==> src/core/acs_pkg.sv <==
// Shared constants and types for the serial conversion link.
package acs_pkg;
  localparam int CTRL_BITS = 8;
  localparam int RES_BITS = 16;
  localparam int VAL_BITS = 10;
  localparam int EXTRA_BITS = 2;
  localparam int TRAIL_BITS = 4;
  localparam int OPT_BITS = 5;
  localparam int WORD_BITS = VAL_BITS + EXTRA_BITS;
  localparam int START_POS = 7;
  localparam int PM_HI_POS = 1;
  localparam int PM_LO_POS = 0;
  localparam int OPT_LSB = 2;
  localparam int FIFO_DEPTH = 2;
  localparam int HALF_CYCLES_DEF = 4;
  localparam int WAIT_MAX_DEF = 8;
  localparam logic [4:0] CNT_CTRL_LAST = 5'h07;
  localparam logic [4:0] CNT_RES_LAST = 5'h0F;
  localparam logic [4:0] CNT_RES_FULL = 5'h10;
  localparam logic [1:0] FIFO_FULL = 2'h2;

  typedef enum logic [1:0] {
    ACS_DEV_IDLE = 2'b00,
    ACS_DEV_CTRL = 2'b01,
    ACS_DEV_READ = 2'b10
  } acs_dev_st_t;

  typedef enum logic [2:0] {
    ACS_HST_IDLE = 3'b000,
    ACS_HST_SEND = 3'b001,
    ACS_HST_WAIT = 3'b010,
    ACS_HST_READ = 3'b011,
    ACS_HST_DONE = 3'b100
  } acs_hst_st_t;
endpackage : acs_pkg

==> src/core/acs_link_if.sv <==
// Serial link between the converter and its host.
`timescale 1ns/1ps
interface acs_link_if;
  logic sclk;
  logic cs_n;
  logic din;
  logic conversion_strobe;
  logic dout;
  logic dout_oe;

  modport dev (
    input sclk,
    input cs_n,
    input din,
    output conversion_strobe,
    output dout,
    output dout_oe
  );

  modport host (
    output sclk,
    output cs_n,
    output din,
    input conversion_strobe,
    input dout,
    input dout_oe
  );
endinterface : acs_link_if

==> src/core/acs_host.sv <==
// Host end: makes the serial clock, sends the control byte, reads results.
// Summary of operation
// - One clock drives converter and host receive
// - Chip select low before shifting control bits
// - Control byte starts with 1, ends with the two power bits
// - Strobe falling edge marks result ready
// - Capture one bit on sixteen rising edges
// - Ten plus two bits, four trailing discarded
// - Chip select returns high after readout
// - First one bit is the start bit
// - Power bits both one keep full power
`timescale 1ns/1ps
module acs_host
  import acs_pkg::*;
#(
  parameter int HALF_CYCLES = HALF_CYCLES_DEF,
  parameter int WAIT_MAX = WAIT_MAX_DEF
) (
  input wire logic mclk_i,
  input wire logic reset_i,
  input wire logic start_i,
  input wire logic [OPT_BITS-1:0] opts_i,
  input wire logic power_mode_high_bit_i,
  input wire logic power_mode_low_bit_i,
  output logic busy_o,
  output logic timeout_o,
  output logic [WORD_BITS-1:0] res_data_o,
  output logic res_valid_o,
  input wire logic res_ready_i,
  acs_link_if.host link
);
  typedef struct packed {
    acs_hst_st_t st;
    logic [7:0] hc;
    logic sclk;
    logic cs_n;
    logic din;
    logic [4:0] bits;
    logic [CTRL_BITS-1:0] ctrl;
    logic [RES_BITS-1:0] rx;
    logic [7:0] wait_c;
    logic tmo;
    logic dsync1;
    logic dsync2;
    logic ssync1;
    logic ssync2;
    logic seen;
    logic [FIFO_DEPTH-1:0][WORD_BITS-1:0] mem;
    logic wp;
    logic rp;
    logic [1:0] cnt;
  } acs_hst_state_t;

  localparam logic [7:0] HC_LAST = 8'(HALF_CYCLES - 1);
  localparam logic [7:0] WAIT_LAST = 8'(WAIT_MAX - 1);

  acs_hst_state_t q, d;
  logic run, edge_now, rise, fall, push, pop;

  always_comb begin
    d = q;
    d.tmo = 1'b0;
    d.dsync1 = link.dout & link.dout_oe;
    d.dsync2 = q.dsync1;
    d.ssync1 = link.conversion_strobe;
    d.ssync2 = q.ssync1;
    push = 1'b0;
    pop = res_ready_i && (q.cnt != 2'h0);
    run = (q.st != ACS_HST_IDLE);
    edge_now = run && (q.hc == HC_LAST);
    rise = edge_now && !q.sclk;
    fall = edge_now && q.sclk;
    d.hc = (run && !edge_now) ? q.hc + 8'h01 : 8'h00;
    if (edge_now) begin
      d.sclk = ~q.sclk;
    end
    unique case (q.st)
      ACS_HST_IDLE: begin
        if (start_i && (q.cnt != FIFO_FULL)) begin
          d.cs_n = 1'b0;
          d.ctrl = {1'b1, opts_i, power_mode_high_bit_i,
                    power_mode_low_bit_i};
          d.din = 1'b1;
          d.bits = 5'h00;
          d.seen = 1'b0;
          d.sclk = 1'b0;
          d.st = ACS_HST_SEND;
        end
      end
      ACS_HST_SEND: begin
        // Strobe must be seen high before its fall counts
        d.seen = q.seen | q.ssync2;
        if (rise) begin
          d.bits = q.bits + 5'h01;
          if (q.bits == CNT_CTRL_LAST) begin
            d.wait_c = 8'h00;
            d.st = ACS_HST_WAIT;
          end
        end else if (fall) begin
          d.ctrl = {q.ctrl[CTRL_BITS-2:0], 1'b0};
          d.din = q.ctrl[CTRL_BITS-2];
        end
      end
      ACS_HST_WAIT: begin
        d.seen = q.seen | q.ssync2;
        // Data line only moves while the clock is low
        if (fall) begin
          d.din = 1'b0;
        end
        if (rise) begin
          if (q.seen && !q.ssync2) begin
            d.rx = {q.rx[RES_BITS-2:0], q.dsync2};
            d.bits = 5'h01;
            d.st = ACS_HST_READ;
          end else if (q.wait_c == WAIT_LAST) begin
            d.tmo = 1'b1;
            d.st = ACS_HST_DONE;
          end else begin
            d.wait_c = q.wait_c + 8'h01;
          end
        end
      end
      ACS_HST_READ: begin
        if (rise) begin
          d.rx = {q.rx[RES_BITS-2:0], q.dsync2};
          d.bits = q.bits + 5'h01;
          if (q.bits == CNT_RES_LAST) begin
            d.st = ACS_HST_DONE;
          end
        end
      end
      ACS_HST_DONE: begin
        if (fall) begin
          d.cs_n = 1'b1;
          d.st = ACS_HST_IDLE;
          push = (q.bits == CNT_RES_FULL);
        end
      end
      default: begin
        d.st = ACS_HST_IDLE;
        d.cs_n = 1'b1;
      end
    endcase
    // Trailing bits dropped, value and extra bits kept
    if (push) begin
      d.mem[q.wp] = q.rx[RES_BITS-1:TRAIL_BITS];
      d.wp = ~q.wp;
    end
    if (pop) begin
      d.rp = ~q.rp;
    end
    d.cnt = q.cnt + {1'b0, push} - {1'b0, pop};
  end

  always_ff @(posedge mclk_i or posedge reset_i) begin
    if (reset_i) begin
      q <= '0;
      q.st <= ACS_HST_IDLE;
      q.cs_n <= 1'b1;
    end else begin
      q <= d;
    end
  end

  assign link.sclk = q.sclk;
  assign link.cs_n = q.cs_n;
  assign link.din = q.din;
  assign busy_o = (q.st != ACS_HST_IDLE);
  assign timeout_o = q.tmo;
  assign res_data_o = q.mem[q.rp];
  assign res_valid_o = (q.cnt != 2'h0);
endmodule : acs_host

==> src/flat_wrapper.sv <==
// flat-port wrapper written by rule: the top's interface ports become plain ports
module acs_host_flat import acs_pkg::*;
#(
  parameter int HALF_CYCLES = HALF_CYCLES_DEF,
  parameter int WAIT_MAX = WAIT_MAX_DEF
)
  (mclk_i, reset_i, start_i, opts_i, power_mode_high_bit_i, power_mode_low_bit_i, busy_o, timeout_o, res_data_o, res_valid_o, res_ready_i, link_sclk, link_cs_n, link_din, link_conversion_strobe, link_dout, link_dout_oe);
  acs_link_if link_i ();
  input wire logic mclk_i;
  input wire logic reset_i;
  input wire logic start_i;
  input wire logic [OPT_BITS-1:0] opts_i;
  input wire logic power_mode_high_bit_i;
  input wire logic power_mode_low_bit_i;
  output logic busy_o;
  output logic timeout_o;
  output logic [WORD_BITS-1:0] res_data_o;
  output logic res_valid_o;
  input wire logic res_ready_i;
  output wire logic [$bits(link_i.sclk)-1:0] link_sclk;
  output wire logic [$bits(link_i.cs_n)-1:0] link_cs_n;
  output wire logic [$bits(link_i.din)-1:0] link_din;
  input wire logic [$bits(link_i.conversion_strobe)-1:0] link_conversion_strobe;
  input wire logic [$bits(link_i.dout)-1:0] link_dout;
  input wire logic [$bits(link_i.dout_oe)-1:0] link_dout_oe;
  assign link_sclk = link_i.sclk;
  assign link_cs_n = link_i.cs_n;
  assign link_din = link_i.din;
  assign link_i.conversion_strobe = link_conversion_strobe;
  assign link_i.dout = link_dout;
  assign link_i.dout_oe = link_dout_oe;
  acs_host #(.HALF_CYCLES(HALF_CYCLES), .WAIT_MAX(WAIT_MAX)) u_core (.mclk_i(mclk_i), .reset_i(reset_i), .start_i(start_i), .opts_i(opts_i), .power_mode_high_bit_i(power_mode_high_bit_i), .power_mode_low_bit_i(power_mode_low_bit_i), .busy_o(busy_o), .timeout_o(timeout_o), .res_data_o(res_data_o), .res_valid_o(res_valid_o), .res_ready_i(res_ready_i), .link(link_i));
endmodule
==> config.mk <==
export PLATFORM = sky130hd
export DESIGN_NAME = acs_host_flat
export DESIGN_NICKNAME = d
export VERILOG_FILES = /design/src/core/acs_pkg.sv /design/src/core/acs_link_if.sv /design/src/core/acs_host.sv /design/src/flat_wrapper.sv
export SDC_FILE = /design/constraint.sdc
export NUM_CORES = 1
export LEC_CHECK = 0
export ABC_AREA = 1
export BUFFER_PORTS_ARGS = -buffer_cell sky130_fd_sc_hd__buf_2
export CAP_MARGIN = 5
export CORE_AREA = 2 2 122 124
export DETAILED_ROUTE_END_ITERATION = 6
export DIE_AREA = 0 0 124 126
export GPL_ROUTABILITY_DRIVEN = 1
export GPL_TIMING_DRIVEN = 0
export SETUP_SLACK_MARGIN = 0.05
export SLEW_MARGIN = 40
export SYNTH_ARGS = -nofsm -noshare
export SYNTH_HDL_FRONTEND = slang
export SYNTH_SLANG_ARGS = --single-unit
==> constraint.sdc <==
create_clock -name mclk_i -period 2.3 [get_ports mclk_i]
set_input_delay 0 -clock mclk_i [delete_from_list [all_inputs] [get_ports mclk_i]]
set_output_delay 0 -clock mclk_i [all_outputs]
set_load 0.005 [all_outputs]
==> results of run 1 <==
[final timing paths]
check,start,end,depth (start not counted)
worst max-delay path,u_core.q[80],u_core.q[25],10
worst min-delay path,opts_i[1],u_core.q[61],5
worst max register to register,u_core.q[80],u_core.q[25],10
worst min register to register,u_core.d[29],u_core.q[29],0
max in group asynchronous,reset_i,u_core.link.cs_n,4
min in group asynchronous,reset_i,u_core.q[20],3
[power breakdown]
group	internal [mW]	total, mW	leakage [nW]	switching, mW
sequential	1.66	1.79	1.14	0.134
combinational	0.490	1.48	1.24	0.994
clock	0.858	1.48	0.145	0.619
total	3.01	4.75	2.52	1.75
[cell families after synthesis]
| group | after synthesis |
|---|---|
| simple gates | 253 |
| compound gates | 89 |
| flops | 84 |
| buf+inv | 62 |
| fa+ha+maj | 9 |
| xor+xnor | 5 |
[final cells by class]
| type | count | area [µm²] |
|---|---|---|
| multi-input combinational | 356 | 1920 |
| sequential | 84 | 2100 |
| tap | 184 | 230 |
| buffer | 14 | 148 |
| clock inverter | 7 | 82.6 |
| clock buffer | 9 | 225 |
| fill | 1487 | 9050 |
| inverter | 48 | 189 |
| timing repair buffer | 49 | 364 |
[tightest hold or removal path, cell delays in order]
cell     delay (ns)
buf_2          0.10
nand2_1        0.05
nand2_1        0.04
o21ai_0        0.05
o21ai_0        0.07
[state kept, by name (all words and copies together), names as in the netlist]
signal	count
u_core.link.sclk	1
u_core.link.cs_n	1
u_core.link.din	1
u_core.q	78
u_core.timeout_o	1
u_core.d	2
[cells in the final DEF, fill, tap and decap left out, drive strengths merged, types with 3 or more instances in the layout]
master	netlist	final
a21oi	6	6
clkinvlp	0	3
nand2	174	174
clkbuf	2	13
xor2	3	3
nand3	22	22
o21ai	68	68
ha	9	9
inv	48	50
dfrtp	83	83
nor2	41	41
o31ai	11	11
dlygate4sd3	0	6
buf	12	53
nand4	6	6
nor3	7	7
[metal layers]
metal | global-route usage | up-vias | wire (µm) | share of wire
met5 | 0 | - | 0 | 0
met4 | 0.0311 | 0 | 81 | 0.0088
met3 | 0.0340 | 8 | 357 | 0.039
met2 | 0.193 | 67 | 4410 | 0.48
met1 | 0.166 | 1685 | 4380 | 0.47
li1 | - | 1748 | - | -
[repair_timing]
action	CTS	global route
gates cloned	0	2
endpoints found under the setup margin	15	54
pin swaps	0	8
gates resized for setup	0	41
hold endpoints to repair	40	0
hold buffers	6	0
buffers inserted	0	9
==> results.sh, run 1 <==
export IMPL_clkSinkCount=84
export IMPL_synthTopCellsByArea="dfrtp_1, nand2_1, o21ai_0"
export IMPL_synth_top_area_share=0.495
export IMPL_synthArstFlopShare=1.00
export IMPL_drive_above_1_share=0.242
export IMPL_synth_area_leader_cell="dfrtp_1"
export IMPL_cp_slowest_cell="dfrtp_1"
export IMPL_relSlewSlack=0.646
export IMPL_drtAntennaViolNets=0
export IMPL_fin_nets=585
export IMPL_drc=0
export IMPL_drt_iter0_drc=175
export IMPL_crit_buf_inv=1
export IMPL_cts_buffer_depth=2
export IMPL_post_dp_cell_area_um2=4620
export IMPL_fin_ws_ns=0.119
export IMPL_cpLargestDelayFamily="simple AND/OR/NAND/NOR gates"
export IMPL_antennaDiodeCount=0
export IMPL_avgRoutedWirePerCell_um=12.3
export IMPL_cp_required_ns=2.52
export IMPL_dpl_hpwl_mm=6.34
export IMPL_syn_inst=502
export IMPL_critical_path_max_fanout=7
export IMPL_grt_max_degree=49
export IMPL_fin_tns_setup_ns=0
export IMPL_total_power_mw=4.75
export IMPL_fp_coreArea_um2=14300
export IMPL_worstSkewPairLatency_ns=0.34
export IMPL_synth_seq_area_share=0.501
export IMPL_first_global_vias=3335
export IMPL_worstMarginPinSlew_ns=0.528
export IMPL_synth_top_family_by_area="simple AND/OR/NAND/NOR gates"
export IMPL_max_cap_viol_count=0
export IMPL_startpoint_type="flop"
export IMPL_grt_pass1_wl_mm=15.5
export IMPL_final_max_slew_viol_count=0
export IMPL_fin_cells=751
export IMPL_clk_pin_slew_worst_paths_ns=0.06
export IMPL_finalCriticalPeriod_ns=2.18
export IMPL_track_usage=0.122
export IMPL_finClkSkew_ns=0.00950
export IMPL_rsz0062_at_grt="yes"
export IMPL_endpoint_kind="flop"
export IMPL_worstPathArrival_ns=2.40
export IMPL_rows=44
export IMPL_viasPerCell=4.67
export IMPL_gr_total_overflow=0
export IMPL_synth_fa_ha_area_frac=0.0268
export IMPL_yosysMostFrequentCell="nand2_1"
export IMPL_synth_ff_type="dfrtp_1"
export IMPL_finalHoldViolations=0
export IMPL_finalSetupViolations=0
export IMPL_vias=3508
export IMPL_place_gp_congestion=0.832
export IMPL_numCtsBuffers=9
export IMPL_synth_edf_count=0
export IMPL_worstPathCellList="nor3_2, nand4_1, nor2_2, ha_4, nand3_4, nor3_4, nand3_4, clkbuf_16, nand2_2, o21ai_1"
export IMPL_synth_area_um2=4200
export IMPL_worst_ir_drop_vdd_v=0.000737
export IMPL_wirelength_mm=9.23
export IMPL_fmax_mhz=458
export IMPL_die_w_um=124
export IMPL_postLayoutCoreUtil=0.368
export IMPL_ctsHtreeMaxLevel=3
export IMPL_cts_root_buf="clkbuf_16"
export IMPL_cp_common_cell="nand3_4"
export IMPL_hp_class="input port to flop"
export IMPL_critPathMaxStageDelay_ns=0.41
export IMPL_power_leakage_nw=2.52
export IMPL_dp_cells=718
export IMPL_reg2reg_slack_ns=0.12
export IMPL_cts_tree="done"
export IMPL_synthXorXnorAreaFrac=0.0104
export IMPL_yosys_warnings=0
export IMPL_syn_nets=525
export IMPL_die_area_um2=15600
export IMPL_drtPass1Iterations=4
export IMPL_syn2layout_area_growth_pct=25.4
export IMPL_ys_ff_latch=84
export IMPL_io_buffer_count=31
export IMPL_fp_dieH_um=126
export IMPL_crit_type="flop to flop"
export IMPL_synth_compound_area_frac=0.126
export IMPL_hold_ws_ns=0.0222
export IMPL_initial_core_util=0.293
export IMPL_synth_top_cells_by_count="nand2_1, dfrtp_1, inv_1"
export IMPL_synthSimpleGateAreaFrac=0.263
export IMPL_status="completed"
export IMPL_antenna_found_initial=0
export IMPL_finalCritPeriodShare=0.948
export IMPL_final_area_um2=5260
export IMPL_place_ws_ns=0.0343
export IMPL_syn_avg_cell_area_um2=8.36
export IMPL_synthDistinctLibCells=33
export IMPL_powerDensity_nw_per_um2=903
export IMPL_synthMuxAreaShare=0
export IMPL_ioPinCount=32
No activity file was read; power rests on OpenSTA's default activity.
==> run 2, diff against run 1 <==
Settings changed: PLACE_DENSITY_LB_ADDON from default to 0.12.
Clock period 2.3 ns to 2.5 ns, I/O delays scaled along.
==> run 2 against run 1 <==
Design area shrank 4.3%. Sequential power shrank 7%. Critical path depth unchanged. Final cell count fell by 1.2%. Sequential share of layout area is 1.8 points higher. First-iteration DRC count shrank 5.1%. Count of clock-buffer cells in the layout increased by 2. Die area unchanged. Worst hold slack better by 0.0011 ns. Maximum frequency decreased by 3.2%. Total power decreased by 7.5%. Setup slack improved by 0.13 ns. Largest cell class unchanged.
==> results.sh, run 2 (synthesis gave the netlist of run 1 again) <==
export IMPL_hold_ws_ns=0.0233
export IMPL_post_dp_cell_area_um2=4620
export IMPL_worstSetupEndpoint="u_core.q[7]"
export IMPL_postLayoutCoreUtil=0.352
export IMPL_grt_pass1_wl_mm=16.0
export IMPL_drc=0
export IMPL_largest_reg_flops=78
export IMPL_antenna_found_initial=0
export IMPL_p_int_mw=2.85
export IMPL_final_common_cell="nand2_1"
export IMPL_gr_total_overflow=0
export IMPL_first_global_vias=3209
export IMPL_worstPathArrival_ns=2.48
export IMPL_crit_start="u_core.q[79]"
export IMPL_min_path_cells=5
export IMPL_relSlewSlack=0.651
export IMPL_powerDensity_nw_per_um2=874
export IMPL_ioPinCount=32
export IMPL_finalCritPeriodShare=0.901
export IMPL_dpl_hpwl_mm=6.67
export IMPL_clkSinkCount=84
export IMPL_rsz0062_at_grt="no"
export IMPL_die_w_um=124
export IMPL_fin_nets=576
export IMPL_fp_dieH_um=126
export IMPL_drive_above_1_share=0.188
export IMPL_final_max_slew_viol_count=0
export IMPL_p_switching_mw=1.55
export IMPL_syn2layout_area_growth_pct=19.9
export IMPL_clk_pin_slew_worst_paths_ns=0.06
export IMPL_critical_path_max_fanout=10
export IMPL_drtAntennaViolNets=0
export IMPL_final_fill_count=1532
export IMPL_regArea_um2=2100
export IMPL_cts_tree="done"
export IMPL_p_sw_frac=0.351
export IMPL_power_leakage_nw=2.44
export IMPL_numCtsBuffers=9
export IMPL_timing_rr_start="u_core.q[79]"
export IMPL_worst_ir_drop_vdd_v=0.000455
export IMPL_regMostFlops="u_core.q"
export IMPL_worstSkewPairLatency_ns=0.34
export IMPL_fmax_mhz=444
export IMPL_finClkSkew_ns=0.00526
export IMPL_reg2reg_slack_ns=0.25
export IMPL_seqPwrFrac=0.376
export IMPL_final_area_um2=5030
export IMPL_viasPerCell=4.52
export IMPL_wirelength_mm=9.42
export IMPL_place_gp_congestion=0.763
export IMPL_grt_max_degree=46
export IMPL_fin_ws_ns=0.246
export IMPL_endpoint_kind="flop"
export IMPL_drtPass1Iterations=4
export IMPL_finalHoldViolations=0
export IMPL_crit_type="flop to flop"
export IMPL_hp_class="input port to flop"
export IMPL_max_cap_viol_count=0
export IMPL_worstReg2RegEnd="u_core.q[7]"
export IMPL_reg2reg_depth=10
export IMPL_power_frac_clock=0.322
export IMPL_combPwrFrac=0.302
export IMPL_avgRoutedWirePerCell_um=12.7
export IMPL_status="completed"
export IMPL_ctsHtreeMaxLevel=3
export IMPL_die_area_um2=15600
export IMPL_io_buffer_count=31
export IMPL_rows=44
export IMPL_startpoint_type="flop"
export IMPL_cts_buffer_depth=2
export IMPL_cp_required_ns=2.72
export IMPL_fin_tns_setup_ns=0
export IMPL_vias=3352
export IMPL_fp_coreArea_um2=14300
export IMPL_track_usage=0.132
export IMPL_drt_iter0_drc=166
export IMPL_multiInputGateArea_um2=1820
export IMPL_finalSetupViolations=0
export IMPL_finalCriticalPeriod_ns=2.25
export IMPL_cts_root_buf="clkbuf_16"
export IMPL_layout_common_cells="nand2_1, dfrtp_1, inv_1"
export IMPL_antennaDiodeCount=0
export IMPL_worstMarginPinSlew_ns=0.523
export IMPL_initial_core_util=0.293
export IMPL_place_ws_ns=0.116
-- run 2: cell count changes in the layout (fill, tap and decap cells not counted), moves of 3 or more --
cell / delta
buf_4: -3
buf_8: -3
clkinv_2: +3
clkinvlp_4: -3
nand2_1: +7
nand2_2: -5
o31ai_1: +7
o31ai_2: -7
-- run 2: worst min-delay path by stage --
stage	start	endpoint	slack [ns]
floorplan	link_conversion_strobe	u_core.d[29]	0.03
global placement	link_conversion_strobe	u_core.d[29]	0.11
detailed placement	reset_i	u_core.q[7]	0.04
CTS	opts_i[2]	u_core.q[62]	0.01
global route	power_mode_high_bit_i	u_core.q[59]	0.04
finish	opts_i[2]	u_core.q[62]	0.02
-- run 2: what timing repair did --
action | in CTS | in global routing
hold buffers | 6 | 0
buffers inserted | 0 | 2
gates resized for setup | 0 | 5
endpoints found under the hold margin | 43 | 0
setup endpoints to repair | 0 | 44
-- run 2: layer usage --
layer	GRT usage	up-vias	wire, µm
met5	0	-	0
met4	0.0304	0	88
met3	0.0453	7	408
met2	0.197	53	4260
met1	0.184	1563	4660
li1	-	1729	-
-- run 2: critical path, stage by stage (launching register included) --
cell	delay, ns
dfrtp_1	0.44
nor3_2	0.21
nand4_1	0.17
nor2_2	0.14
ha_2	0.22
nand3_1	0.14
nor3_4	0.32
nand3b_4	0.18
buf_6	0.20
nand2_1	0.06
o21ai_1	0.06
-- run 2: cell type report --
| type | instances | area share |
|---|---|---|
| timing repair buffer | 40 | 0.0512 |
| multi-input combinational | 356 | 0.361 |
| buffer | 14 | 0.0249 |
| inverter | 48 | 0.0368 |
| clock buffer | 11 | 0.0482 |
| clock inverter | 5 | 0.0149 |
| sequential | 84 | 0.418 |
| tap | 184 | 0.0457 |
-- run 2: power groups by stage --
stage | Sequential (mW) | Combinational (mW) | Clock [mW]
6_report | 1.66 | 1.33 | 1.42
3_3_place_gp | 1.67 | 1.31 | 0
3_5_place_dp | 1.68 | 1.33 | 0
2_1_floorplan | 1.64 | 0.981 | 0
5_1_grt | 1.68 | 1.53 | 1.52
4_1_cts | 1.65 | 1.34 | 1.47
-- run 2: stage by stage --
stage                     std cells  power [mW]
after global routing            742        4.73
final                           742        4.40
after floorplan                 502        2.63
after global placement          717        2.99
after detailed placement        718        3.00
after CTS                       740        4.46
